**config.mk**
```make
export PLATFORM = sky130hd
export DESIGN_NAME = mic_magnetometer_interrupt_controller
export DESIGN_NICKNAME = d
export VERILOG_FILES = /design/src/mic_pkg.sv /design/src/mic_magnetometer_interrupt_controller.sv
export SDC_FILE = /design/constraint.sdc
export NUM_CORES = 1
export LEC_CHECK = 0
export BUFFER_PORTS_ARGS = -buffer_cell sky130_fd_sc_hd__buf_2
export CORE_MARGIN = 2
export CORE_UTILIZATION = 51
export DETAILED_ROUTE_END_ITERATION = 16
export PLACE_DENSITY = 0.75
export SYNTH_ARGS = -nofsm -noshare
export SYNTH_HDL_FRONTEND = slang
export SYNTH_SLANG_ARGS = --single-unit
```
**constraint.sdc**
```tcl
create_clock -name ref_clk -period 5.5 [get_ports ref_clk]
set_input_delay 0.55 -clock ref_clk [delete_from_list [all_inputs] [get_ports ref_clk]]
set_output_delay 0.55 -clock ref_clk [all_outputs]
set_load 0.01 [all_outputs]
```
**src/mic_pkg.sv**
```systemverilog
package mic_pkg;

    ////////////////////////////////////////////////////////////////////////
    // bus geometry
    localparam int unsigned MIC_ADDR_W = 12;
    localparam int unsigned MIC_DATA_W = 32;
    localparam int unsigned MIC_IDX_LSB = 2;
    localparam int unsigned MIC_IDX_MSB = 9;

    // register indices; byte address is four times the index
    localparam logic [7:0] MIC_IDX_DATA_X = 8'h40;
    localparam logic [7:0] MIC_IDX_DATA_Y = 8'h41;
    localparam logic [7:0] MIC_IDX_DATA_Z = 8'h42;
    localparam logic [7:0] MIC_IDX_HALL = 8'h43;
    localparam logic [7:0] MIC_IDX_SAMPLE_READY = 8'h48;
    localparam logic [7:0] MIC_IDX_EVENT_STATUS = 8'h4A;
    localparam logic [7:0] MIC_IDX_AXIS_ENABLE = 8'h4D;
    localparam logic [7:0] MIC_IDX_PIN_CONFIG = 8'h4E;
    localparam logic [7:0] MIC_IDX_LOW_THR = 8'h4F;
    localparam logic [7:0] MIC_IDX_HIGH_THR = 8'h50;

    // event_status field positions
    localparam int unsigned MIC_ST_LOW_X = 0;
    localparam int unsigned MIC_ST_LATCH = 1;
    localparam int unsigned MIC_ST_LOW_Y = 2;
    localparam int unsigned MIC_ST_LOW_Z = 3;
    localparam int unsigned MIC_ST_HIGH_X = 4;
    localparam int unsigned MIC_ST_HIGH_Y = 5;
    localparam int unsigned MIC_ST_OVERFLOW = 6;
    localparam int unsigned MIC_ST_HIGH_Z = 7;

    // event_axis_enable: [2:0] low xyz, [5:3] high xyz (active low)
    localparam int unsigned MIC_EN_LOW_LSB = 0;
    localparam int unsigned MIC_EN_HIGH_LSB = 3;
    localparam int unsigned MIC_EN_OVERFLOW = 6;

    // event_pin_config field positions
    localparam int unsigned MIC_CFG_EVT_POL = 0;
    localparam int unsigned MIC_CFG_RDY_POL = 2;
    localparam int unsigned MIC_CFG_EVT_PIN_EN = 6;
    localparam int unsigned MIC_CFG_RDY_PIN_EN = 7;

    // reset values
    localparam logic [7:0] MIC_AXIS_ENABLE_RST = 8'h3F;
    localparam logic [7:0] MIC_PIN_CONFIG_RST = 8'h05;
    localparam logic [7:0] MIC_THR_RST = 8'h00;
    localparam logic MIC_LATCH_RST = 1'b1;

    // saturated overflow codes and threshold scale shift (x16)
    localparam logic [15:0] MIC_OVF_XY = 16'hF000;
    localparam logic [15:0] MIC_OVF_Z = 16'hC000;
    localparam int unsigned MIC_THR_SHIFT = 4;

    // bus responses
    localparam logic [1:0] MIC_RESP_OKAY = 2'h0;
    localparam logic [1:0] MIC_RESP_SLVERR = 2'h2;

    ////////////////////////////////////////////////////////////////////////
    // one complete measurement set
    typedef struct packed {
        logic [15:0] x;
        logic [15:0] y;
        logic [15:0] z;
        logic [15:0] hall;
    } mic_sample_type;

    // master to slave
    typedef struct packed {
        logic awvalid;
        logic [MIC_ADDR_W-1:0] awaddr;
        logic wvalid;
        logic [MIC_DATA_W-1:0] wdata;
        logic [3:0] wstrb;
        logic bready;
        logic arvalid;
        logic [MIC_ADDR_W-1:0] araddr;
        logic rready;
    } mic_axi_req_type;

    // slave to master
    typedef struct packed {
        logic awready;
        logic wready;
        logic bvalid;
        logic [1:0] bresp;
        logic arready;
        logic rvalid;
        logic [MIC_DATA_W-1:0] rdata;
        logic [1:0] rresp;
    } mic_axi_rsp_type;

endpackage

```
**src/mic_magnetometer_interrupt_controller.sv**
```systemverilog
`timescale 1ns/1ps

module mic_magnetometer_interrupt_controller
    import mic_pkg::*;
(
    input wire logic ref_clk,
    input wire logic rst,
    input wire logic ce,
    input wire mic_axi_req_type axi_req,
    output mic_axi_rsp_type axi_rsp,
    input wire logic sample_valid,
    input wire mic_sample_type sample,
    output logic field_event_pin_out,
    output logic field_event_pin_oe,
    output logic sample_ready_pin_out,
    output logic sample_ready_pin_oe
);

    ////////////////////////////////////////////////////////////////////////
    // all state of the block
    typedef struct packed {
        logic awready;
        logic wready;
        logic bvalid;
        logic [1:0] bresp;
        logic arready;
        logic rvalid;
        logic [31:0] rdata;
        logic [1:0] rresp;
        logic aw_full;
        logic [7:0] aw_idx;
        logic w_full;
        logic [7:0] w_data;
        logic w_strb0;
        logic [7:0] axis_en;
        logic [7:0] pin_cfg;
        logic [7:0] low_thr;
        logic [7:0] high_thr;
        logic latch;
        logic [2:0] low_st;
        logic [2:0] high_st;
        logic ovf_st;
        logic rdy_st;
        mic_sample_type data;
        logic evt_out;
        logic evt_oe;
        logic rdy_out;
        logic rdy_oe;
    } mic_state_type;

    mic_state_type st_ff;
    mic_state_type nxt_st;

    logic [7:0] rd_idx;
    logic rd_clr_evt;
    logic rd_end_data;
    logic [7:0] rd_byte;
    logic [15:0] rd_half;
    logic evt_clr;
    logic [2:0] low_en;
    logic [2:0] high_en;
    logic [2:0] low_cond;
    logic [2:0] high_cond;
    logic ovf_cond;
    logic evt_active;
    logic signed [15:0] low_lim;
    logic signed [15:0] high_lim;
    logic [15:0] axis_val [3];
    logic [2:0] axis_ovf;

    ////////////////////////////////////////////////////////////////////////
    // address decode shared by the read and the write path
    function automatic logic reg_mapped(input logic [7:0] idx);
        unique case (idx)
            MIC_IDX_DATA_X, MIC_IDX_DATA_Y, MIC_IDX_DATA_Z, MIC_IDX_HALL,
            MIC_IDX_SAMPLE_READY, MIC_IDX_EVENT_STATUS, MIC_IDX_AXIS_ENABLE,
            MIC_IDX_PIN_CONFIG, MIC_IDX_LOW_THR, MIC_IDX_HIGH_THR:
                reg_mapped = 1'b1;
            default:
                reg_mapped = 1'b0;
        endcase
    endfunction

    ////////////////////////////////////////////////////////////////////////
    // threshold limits, sign-extended then scaled by sixteen
    assign low_lim = 16'(signed'({{4{st_ff.low_thr[7]}}, st_ff.low_thr,
        4'h0}));
    assign high_lim = 16'(signed'({{4{st_ff.high_thr[7]}}, st_ff.high_thr,
        4'h0}));
    assign low_en = ~st_ff.axis_en[MIC_EN_LOW_LSB +: 3];
    assign high_en = ~st_ff.axis_en[MIC_EN_HIGH_LSB +: 3];

    assign axis_val[0] = sample.x;
    assign axis_val[1] = sample.y;
    assign axis_val[2] = sample.z;
    assign axis_ovf[0] = (sample.x == MIC_OVF_XY);
    assign axis_ovf[1] = (sample.y == MIC_OVF_XY);
    assign axis_ovf[2] = (sample.z == MIC_OVF_Z);
    assign ovf_cond = |axis_ovf;

    // per-axis comparators; z overflow code still counts as low
    generate
        for (genvar a = 0; a < 3; a++) begin : g_axis
            if (a < 2) begin : g_xy
                assign low_cond[a] = ($signed(axis_val[a]) < low_lim)
                    && !axis_ovf[a];
            end else begin : g_z
                assign low_cond[a] = ($signed(axis_val[a]) < low_lim);
            end
            assign high_cond[a] = ($signed(axis_val[a]) > high_lim);
        end
    endgenerate

    ////////////////////////////////////////////////////////////////////////
    // next-state logic
    always_comb begin
        nxt_st = st_ff;
        rd_idx = axi_req.araddr[MIC_IDX_MSB:MIC_IDX_LSB];
        rd_clr_evt = 1'b0;
        rd_end_data = 1'b0;
        rd_byte = 8'h00;
        rd_half = 16'h0000;
        evt_clr = 1'b0;
        evt_active = 1'b0;

        // write address and data accepted in either order
        if (axi_req.awvalid && st_ff.awready) begin
            nxt_st.aw_full = 1'b1;
            nxt_st.aw_idx = axi_req.awaddr[MIC_IDX_MSB:MIC_IDX_LSB];
        end
        if (axi_req.wvalid && st_ff.wready) begin
            nxt_st.w_full = 1'b1;
            nxt_st.w_data = axi_req.wdata[7:0];
            nxt_st.w_strb0 = axi_req.wstrb[0];
        end
        if (st_ff.bvalid && axi_req.bready) begin
            nxt_st.bvalid = 1'b0;
        end

        // perform the write once both halves are held
        if (st_ff.aw_full && st_ff.w_full && !st_ff.bvalid) begin
            nxt_st.aw_full = 1'b0;
            nxt_st.w_full = 1'b0;
            nxt_st.bvalid = 1'b1;
            nxt_st.bresp = reg_mapped(st_ff.aw_idx) ? MIC_RESP_OKAY
                : MIC_RESP_SLVERR;
            // only lane 0 carries register bits
            if (st_ff.w_strb0) begin
                unique case (st_ff.aw_idx)
                    MIC_IDX_EVENT_STATUS:
                        nxt_st.latch = st_ff.w_data[MIC_ST_LATCH];
                    MIC_IDX_AXIS_ENABLE:
                        nxt_st.axis_en = st_ff.w_data;
                    MIC_IDX_PIN_CONFIG:
                        nxt_st.pin_cfg = st_ff.w_data;
                    MIC_IDX_LOW_THR:
                        nxt_st.low_thr = st_ff.w_data;
                    MIC_IDX_HIGH_THR:
                        nxt_st.high_thr = st_ff.w_data;
                    default: ;
                endcase
            end
        end

        // read channel; side effects happen when the address is taken
        if (st_ff.rvalid && axi_req.rready) begin
            nxt_st.rvalid = 1'b0;
        end
        if (axi_req.arvalid && st_ff.arready) begin
            nxt_st.rvalid = 1'b1;
            nxt_st.rresp = reg_mapped(rd_idx) ? MIC_RESP_OKAY
                : MIC_RESP_SLVERR;
            unique case (rd_idx)
                MIC_IDX_DATA_X:
                    rd_half = st_ff.data.x;
                MIC_IDX_DATA_Y:
                    rd_half = st_ff.data.y;
                MIC_IDX_DATA_Z:
                    rd_half = st_ff.data.z;
                MIC_IDX_HALL: begin
                    rd_half = st_ff.data.hall;
                    rd_end_data = 1'b1; // hall is last of the readout
                end
                MIC_IDX_SAMPLE_READY:
                    rd_byte = {7'h00, st_ff.rdy_st};
                MIC_IDX_EVENT_STATUS: begin
                    rd_byte[MIC_ST_LOW_X] = st_ff.low_st[0];
                    rd_byte[MIC_ST_LATCH] = st_ff.latch;
                    rd_byte[MIC_ST_LOW_Y] = st_ff.low_st[1];
                    rd_byte[MIC_ST_LOW_Z] = st_ff.low_st[2];
                    rd_byte[MIC_ST_HIGH_X] = st_ff.high_st[0];
                    rd_byte[MIC_ST_HIGH_Y] = st_ff.high_st[1];
                    rd_byte[MIC_ST_OVERFLOW] = st_ff.ovf_st;
                    rd_byte[MIC_ST_HIGH_Z] = st_ff.high_st[2];
                    rd_clr_evt = 1'b1;
                end
                MIC_IDX_AXIS_ENABLE:
                    rd_byte = st_ff.axis_en;
                MIC_IDX_PIN_CONFIG:
                    rd_byte = st_ff.pin_cfg;
                MIC_IDX_LOW_THR:
                    rd_byte = st_ff.low_thr;
                MIC_IDX_HIGH_THR:
                    rd_byte = st_ff.high_thr;
                default: ;
            endcase
            nxt_st.rdata = {16'h0000, rd_half | {8'h00, rd_byte}};
        end

        // status read clears only in latched mode
        evt_clr = rd_clr_evt && st_ff.latch;

        // status update; a new set beats a clear in the same cycle
        if (sample_valid) begin
            nxt_st.data = sample;
            nxt_st.rdy_st = 1'b1;
            if (st_ff.latch) begin
                nxt_st.low_st = ((st_ff.low_st & ~{3{evt_clr}})
                    | (low_cond & low_en)) & low_en;
                nxt_st.high_st = ((st_ff.high_st & ~{3{evt_clr}})
                    | (high_cond & high_en)) & high_en;
                nxt_st.ovf_st = (st_ff.ovf_st && !evt_clr)
                    || ovf_cond;
            end else begin
                nxt_st.low_st = low_cond & low_en;
                nxt_st.high_st = high_cond & high_en;
                nxt_st.ovf_st = ovf_cond;
            end
        end else begin
            if (evt_clr) begin
                nxt_st.low_st = 3'h0;
                nxt_st.high_st = 3'h0;
                nxt_st.ovf_st = 1'b0;
            end
            if (rd_end_data) begin
                nxt_st.rdy_st = 1'b0;
            end
        end

        // pins follow the new status with no extra cycle
        evt_active = (|nxt_st.low_st) || (|nxt_st.high_st)
            || (nxt_st.ovf_st && nxt_st.axis_en[MIC_EN_OVERFLOW]);
        nxt_st.evt_out = evt_active
            ^ ~nxt_st.pin_cfg[MIC_CFG_EVT_POL];
        nxt_st.evt_oe = nxt_st.pin_cfg[MIC_CFG_EVT_PIN_EN];
        nxt_st.rdy_out = nxt_st.rdy_st
            ^ ~nxt_st.pin_cfg[MIC_CFG_RDY_POL];
        nxt_st.rdy_oe = nxt_st.pin_cfg[MIC_CFG_RDY_PIN_EN];

        // one transaction per channel in flight
        nxt_st.awready = !nxt_st.aw_full && !nxt_st.bvalid;
        nxt_st.wready = !nxt_st.w_full && !nxt_st.bvalid;
        nxt_st.arready = !nxt_st.rvalid;
    end

    ////////////////////////////////////////////////////////////////////////
    // state register; ce low freezes everything including the bus
    always_ff @(posedge ref_clk) begin
        if (rst) begin
            st_ff <= '0;
            st_ff.axis_en <= MIC_AXIS_ENABLE_RST;
            st_ff.pin_cfg <= MIC_PIN_CONFIG_RST;
            st_ff.low_thr <= MIC_THR_RST;
            st_ff.high_thr <= MIC_THR_RST;
            st_ff.latch <= MIC_LATCH_RST;
        end else if (ce) begin
            st_ff <= nxt_st;
        end
    end

    ////////////////////////////////////////////////////////////////////////
    // outputs straight from the state register
    assign axi_rsp.awready = st_ff.awready;
    assign axi_rsp.wready = st_ff.wready;
    assign axi_rsp.bvalid = st_ff.bvalid;
    assign axi_rsp.bresp = st_ff.bresp;
    assign axi_rsp.arready = st_ff.arready;
    assign axi_rsp.rvalid = st_ff.rvalid;
    assign axi_rsp.rdata = st_ff.rdata;
    assign axi_rsp.rresp = st_ff.rresp;
    assign field_event_pin_out = st_ff.evt_out;
    assign field_event_pin_oe = st_ff.evt_oe;
    assign sample_ready_pin_out = st_ff.rdy_out;
    assign sample_ready_pin_oe = st_ff.rdy_oe;

endmodule // mic_magnetometer_interrupt_controller

```
# Yosys cells after proc, flatten, opt, wreduce, memory -nomap -nowiden
# Index checks and enable logic that the tools add are counted.
[word_totals] register_bits=153 input_bits=133
[op_classes] mux=33 n_eq_ne=23 reduce_logical=40 bitwise_logic=16 order_cmp=6
[ops] operator="8-bit by 7-bit == test with 1-bit output (second input constant)" count=20
[ops] operator="32-bit two-way mux" count=2
[ops] operator="16-bit one-hot mux with 4 select lines" count=1
[ops] operator="16-bit == test (second input constant)" count=3
[ops] operator="16-bit by 12-bit > comparator with 1-bit output" count=3
[ops] operator="16-bit by 12-bit less-than comparator with 1-bit output" count=3
[ops] operator="8-bit one-hot mux with 6 select lines" count=1
[ops] operator="8-bit two-way mux" count=5
[ops] operator="35-bit two-way mux" count=1
[ops] operator="7-bit two-way mux" count=3
[ops] operator="4-bit AND reduction" count=5
[ops] operator="10-bit OR reduction" count=2
[ops] operator="3-bit AND" count=6
[ops] operator="16-bit two-way mux" count=1
[ops] operator="16-bit by 8-bit bitwise OR with 16-bit output" count=1
[ops] operator="1-bit logical AND" count=14
[ops] operator="1-bit two-way mux" count=14
[ops] operator="10-bit two-way mux" count=1
[ops] operator="2-bit AND reduction" count=5
[ops] operator="9-bit two-way mux" count=1
[ops] operator="3-bit inverter" count=3
[ops] operator="3-bit OR reduction" count=3
[ops] operator="1-bit logical NOT" count=8
[ops] operator="3-bit bitwise OR" count=2
[ops] operator="other kinds (5)" count=10

# Logic depth before layout (Yosys ltp)
[logic_depth] depth_word=14 depth_mapped=10 ltp_nobuf=10

# Least setup slack after synthesis
# Ideal clock, no wire load.
[synth_path] path_kind="in2reg" from="input sample[58] (netlist name)" to="register st_ff, in the netlist field_event_pin_out" n_path_buf=0 setup_ps=62 path_stages=9 arrival_time_ps=2358 t_required_ps=5438 slack_ps=3080 cell_sequence="ha_1 > and2_1 > a221oi_1 > nor2_1 > a2111oi_2 > mux2i_1 > a32oi_1 > a311o_1 > nand3_1"
[synth_via] elab_chain_len=12
[synth_rtl] item="start: declaration" line_no="mic_magnetometer_interrupt_controller.sv:12" source="input wire mic_sample_type sample,"
[synth_rtl] item="parallel branches: the longest is 6 deep, another holds 16-bit by 12-bit less-than comparator with 1-bit output"
[synth_rtl] item="7-bit two-way mux *" line_no="mic_magnetometer_interrupt_controller.sv:217" source="if (st_ff.latch) begin"
[synth_rtl] item="8-bit two-way mux *" line_no="mic_magnetometer_interrupt_controller.sv:214" source="if (sample_valid) begin"
[synth_rtl] item="3-bit OR reduction" line_no="mic_magnetometer_interrupt_controller.sv:241" source="evt_active = (|nxt_st.low_st) || (|nxt_st.high_st)"
[synth_rtl] item="1-bit logical OR" line_no="mic_magnetometer_interrupt_controller.sv:241"
[synth_rtl] item="1-bit logical OR *" line_no="mic_magnetometer_interrupt_controller.sv:242" source="|| (nxt_st.ovf_st && nxt_st.axis_en[MIC_EN_OVERFLOW]);"
[synth_rtl] item="1-bit bitwise XOR *" line_no="mic_magnetometer_interrupt_controller.sv:244" source="^ ~nxt_st.pin_cfg[MIC_CFG_EVT_POL];"
[synth_rtl] item="end signal: assignment" line_no="mic_magnetometer_interrupt_controller.sv:267" source="st_ff <= nxt_st;"
[synth_rtl] item="end: declaration" line_no="mic_magnetometer_interrupt_controller.sv:51" source="mic_state_type st_ff;"
# Mark *: on every way between the ends.
# A chain may end at the register's enable or synchronous reset.

# Worst setup path after layout
[layout_path] from="register st_ff, in the netlist low_lim[11]" to="register st_ff, in the netlist field_event_pin_out"
[layout_via] elab_chain_len=11
[layout_rtl] item="16-bit by 12-bit less-than comparator with 1-bit output" line_no="mic_magnetometer_interrupt_controller.sv:105" source="assign low_cond[a] = ($signed(axis_val[a]) < low_lim)"
[layout_rtl] item="1-bit logical AND" line_no="mic_magnetometer_interrupt_controller.sv:106" source="&& !axis_ovf[a];"
[layout_rtl] item="3-bit AND *" line_no="mic_magnetometer_interrupt_controller.sv:219, mic_magnetometer_interrupt_controller.sv:225"
[layout_rtl] item="3-bit bitwise OR" line_no="mic_magnetometer_interrupt_controller.sv:219" source="| (low_cond & low_en)) & low_en;"
[layout_rtl] item="3-bit AND" line_no="mic_magnetometer_interrupt_controller.sv:219"
[layout_rtl] item="7-bit two-way mux *" line_no="mic_magnetometer_interrupt_controller.sv:217"
[layout_rtl] item="8-bit two-way mux *" line_no="mic_magnetometer_interrupt_controller.sv:214"
[layout_rtl] item="3-bit OR reduction *" line_no="mic_magnetometer_interrupt_controller.sv:241"
[layout_rtl] item="1-bit logical OR *" line_no="mic_magnetometer_interrupt_controller.sv:241"
[layout_rtl] item="1-bit logical OR *" line_no="mic_magnetometer_interrupt_controller.sv:242"
[layout_rtl] item="1-bit bitwise XOR *" line_no="mic_magnetometer_interrupt_controller.sv:244"
# Mark *: on every way between the ends. The rest lies on a longest branch, timed or not.

==> flow_results.org <==
** Synthesis
- The mapped netlist covers 8380 um2.
- The synthesized netlist devotes 10.3% of its cell area to adder and majority cells.
- Multiplexer area fraction after synthesis :: 8.33%
- The synthesized netlist devotes 22.8% of its cell area to simple gates.
- Combinational family with the most area after synthesis :: simple AND/OR/NAND/NOR gates
- Portion of synthesized cell area occupied by the leading cell type :: 35.6%
- Most area-consuming cells after synthesis :: dfxtp_1 36%, ha_1 10%, nand2_1 10%
- The netlist uses 66 different library cells.
- Of the total synthesized cell area, the portion taken by XOR and XNOR cells is 0.105%.
- Counting flops with a built-in enable in the synthesized netlist gives 0.
- Yosys printed 0 warnings.
- Among all flip-flop cells after synthesis, the most frequent one is dfxtp_1.
- After synthesis the netlist holds a flip-flop and latch count of 149.
- Async SR Flop Fraction :: 0%
- Synthesis produced just over 1,000 cells.
- Library cell with the largest summed area after synthesis :: dfxtp_1
- After synthesis, flip-flops and latches occupy 35.6% of the total area.
- Average cell area after synthesis :: 8.26 um2
- Synth Area in Compound Gates :: 15.6%

** Clock network
- Maximum buffer depth of the clock tree :: 2
- Buffers added to address setup during post-CTS repair amount to 0.
- Insertion delay of the later-clocked pin in the worst-skew pair :: 0.43 ns
- Once the clock tree was built, the resizer swapped 0 gates to a different size.
- Clock root buffer :: clkbuf_16
- TritonCTS built the clock tree.
- Maximum level of the CTS H-tree :: 4
- For this design, the CTS-stage hold fixing added 0 buffers.
- Clk sink count :: 149
- TritonCTS Buffers :: 17
- Clock transition at the registers of the reported paths :: around 0.06 ns

** Timing
- The worst pin sits at a relative slew slack of 19.8%.
- Setup Viol. Count Final :: 0
- Number of hold violations in the final report :: 0
- After layout, the minimum clock period comes to 2.89 ns.
- Static timing analysis puts the maximum clock frequency at 0.346 GHz.
- The number of slew-limit violations in the final report was 0.
- Setup TNS :: 0 ns
- For the pin with the worst max-slew slack, the measured transition is about 1.2 ns.
- Setup repair after global routing missed its margin :: false
- The worst path uses 52.6% of the clock period.
- Final Skew :: approximately 0.008 ns

** Power
- Net switching is roughly 25% of the power.
- Max IR drop VDD :: approximately 0.25 mV
- Part of the power in combinational logic :: 10.3%
- The share of total power dissipated in the clock network is around 47%.
- After layout, the design draws a total of roughly 2.7 mW.
- Standby leakage power :: roughly 3.8 nW
- The internal power of the cells totals 2.01 mW.
- In this run the power density over the cells is about 280 nW/um2.
- In this run, flip-flops and latches consume a little over two fifths of the power.
- Switching power summed over all nets :: 0.667 mW

** Cells and area
- Nets :: 1,291
- Area growth from synthesis to layout :: 13.5%
- Count of placed standard cells in the final layout, fillers left out :: 1,318
- 0 antenna diodes ended up in the layout.
- Of the cells placed in the final design, the portion with a size suffix greater than 1 is between 15 and 20%.
- Fin util :: between 50% and 60%
- Fin area :: 9510 um2

** Floorplan
- The floorplan step set the die height to 132 um.
- The floorplan step defined a die boundary enclosing ~17,000 um2.
- Pin placement for this block handled approximately 180 I/O pins.
- Count of standard-cell rows :: 46
- Area inside the core boundary :: approximately 16,000 um2
- The initial utilization of the core area, before any placement, comes to 52.4%.
- Die W :: 132 um

** Global routing
- Number of global-route vias before repair :: 7,074
- Largest net degree at the start of global routing :: just under 90
- Global routing consumed, on the met3 layer, 6.07% of the routing resources.
- For this run the aggregate overflow at the end of global routing stands at 0.
- In this run the most used layer during global routing was met2.
- In the global route stage, met1 resource usage came out at roughly 38%.
- Initial antenna violation count :: 0
- Global-route wire length before repair :: 37,500 um
- For met2 alone, demand over resource in global routing was roughly 42%.
- Global routing consumed, over all layers together, a little over a quarter of the routing resources.

** Placement
- Including well taps, the total number of placed cells is approximately 1,300.
- Number of buffers inserted by port buffering :: 124
- At the end of routability-driven placement, the weighted congestion stood at 0.956.
- Placed Area :: 8860 um2
- Final HPWL DP :: ~17,000 um

** Worst setup path
- Worst reg2reg path endpoint :: field_event_pin_out
- Data required time of the worst path :: 5.87 ns
- Along the worst path, the maximum fanout reaches 15.
- Internal reg-to-reg setup slack :: 2.61 ns
- For the worst setup path, the data arrival time is 3.26 ns.
- Reg2Reg Depth :: 10
- Critical path endpoint category :: flop
- Worst Setup Path Type :: reg2reg
- In this run the worst setup path begins at low_lim[11].
- Capturing instance or port of the critical path :: field_event_pin_out
- The startpoint identified for the worst register-to-register timing path is low_lim[11].
- Sort of element at the start of the critical path :: flop

** Status
- Result of the run :: complete, no violations

** Route
- Detailed Route Iter0 Violations :: 811
- Number of routed nets with antenna violations :: 0
- Final routed DRC violation total :: 0
- TritonRoute pass-1 iters :: 5
- After detailed routing, the number of vias per cell comes to between 5 and 6.
- Overall via count from detail_route :: 7,750
- Overall routed net length :: ~24,000 um
- Wire length per cell :: 18.3 um

** Job
- The tool flagged a number of max-cap violations equal to 0.

** Min path
- Classification of the worst-slack hold path :: in2reg
-- synth_stat cells (3+ instances only) --
| master | number |
|---|---|
| nor4_1 | 10 |
| mux2i_1 | 45 |
| buf_2 | 3 |
| clkbuf_1 | 38 |
| and4_1 | 6 |
| nor2_1 | 68 |
| a21o_1 | 6 |
| nor3b_1 | 3 |
| nand2_1 | 224 |
| nor3_2 | 3 |
| a32oi_1 | 4 |
| o21ai_0 | 23 |
| nand2b_1 | 5 |
| o211ai_1 | 5 |
| inv_1 | 29 |
| nand3_1 | 31 |
| o2111ai_1 | 3 |
| a22oi_1 | 14 |
| buf_4 | 42 |
| buf_1 | 5 |
| nor2b_1 | 4 |
| a221oi_1 | 7 |
| nor3_1 | 5 |
| nand4_1 | 14 |
| a31oi_1 | 13 |
| and3_1 | 9 |
| dfxtp_1 | 149 |
| a21oi_1 | 107 |
| a2111oi_0 | 3 |
| mux4_2 | 11 |
| ha_1 | 69 |
| a211oi_1 | 12 |
-- cells in the final DEF, fill, tap and decap left out, types with 4 or more instances in the layout --
cell type,n
nor4_1,10
a221oi_1,7
mux2i_1,45
dfxtp_1,149
a21o_1,6
nand2b_1,5
o211ai_1,5
inv_6,4
nor2b_1,4
o21ai_0,23
nand4_1,14
a31oi_1,13
buf_2,123
clkinvlp_4,4
a21oi_1,107
and3_1,9
ha_1,69
a211oi_1,12
a22oi_1,14
inv_1,29
and4_1,6
conb_1,18
nor3_1,5
a32oi_1,4
mux4_2,11
nor2_1,68
bufinv_16,4
nand2_1,223
nand3_1,31
clkbuf_16,17
-- final cells by class --
class	instances	area [um2]
clock buffers	19	453
clock inverters	13	194
fillers	1478	6490
inverters	30	113
multi-input cells	765	4860
flip-flops and latches	149	2980
well taps	216	270
repair buffers	126	638
-- cells by family after synthesis --
kind of cell	count (synthesis)
AND/OR/NAND/NOR	407
flip-flops	149
adder cells (fa/ha/maj)	69
multiplexers	56
buffers and inverters	118
XOR/XNOR	1
other	1
AO/OA/AOI/OAI	214
-- power by group through the flow --
stage | logic (mW) | clock network (mW) | registers (mW)
5_1_grt | 0.303 | 1.32 | 1.14
2_1_floorplan | 0.179 | 0 | 1.15
3_3_place_gp | 0.265 | 0 | 1.16
6_report | 0.275 | 1.26 | 1.14
3_5_place_dp | 0.268 | 0 | 1.16
4_1_cts | 0.270 | 1.27 | 1.14
-- per-layer routing --
layer	share of wire, %	routed length, um
met1	43	10500
met2	45	10800
met3	9.8	2370
met4	1.8	441
met5	0	0
-- registers in the layout, summed over array words and instances, names as in the netlist --
signal,count
axi_rsp,23
field_event_pin_out,1
high_lim,8
low_lim,8
sample_ready_pin_out,1
st_ff,108
-- worst min-delay path by stage --
| stage | from | endpoint | cells past startpoint |
|---|---|---|---|
| floorplan | st_ff[125] | st_ff[125] | 2 |
| global placement | st_ff[125] | st_ff[125] | 2 |
| detailed placement | st_ff[24] | st_ff[24] | 2 |
| CTS | axi_req[54] | st_ff[119] | 3 |
| global route | sample[5] | st_ff[9] | 3 |
| finish | axi_req[54] | st_ff[119] | 3 |
-- through the flow --
stage               hold WS (ns)  setup slack, ns
floorplan                  0.431             3.08
global placement           0.437             2.60
detailed placement         0.444             2.61
CTS                        0.340             2.68
global route               0.367             2.43
finish                     0.351             2.61
-- critical path, cell delays in order (launching register included) --
cell	delay, ns
dfxtp_1	0.32
inv_1	0.43
ha_1	0.37
and4_1	0.25
nand4_1	0.12
a211oi_1	0.07
a2111oi_2	0.33
mux2i_1	0.38
a32oi_1	0.15
a311o_1	0.34
nand3_1	0.06
(Power assumes the default switching activity.)
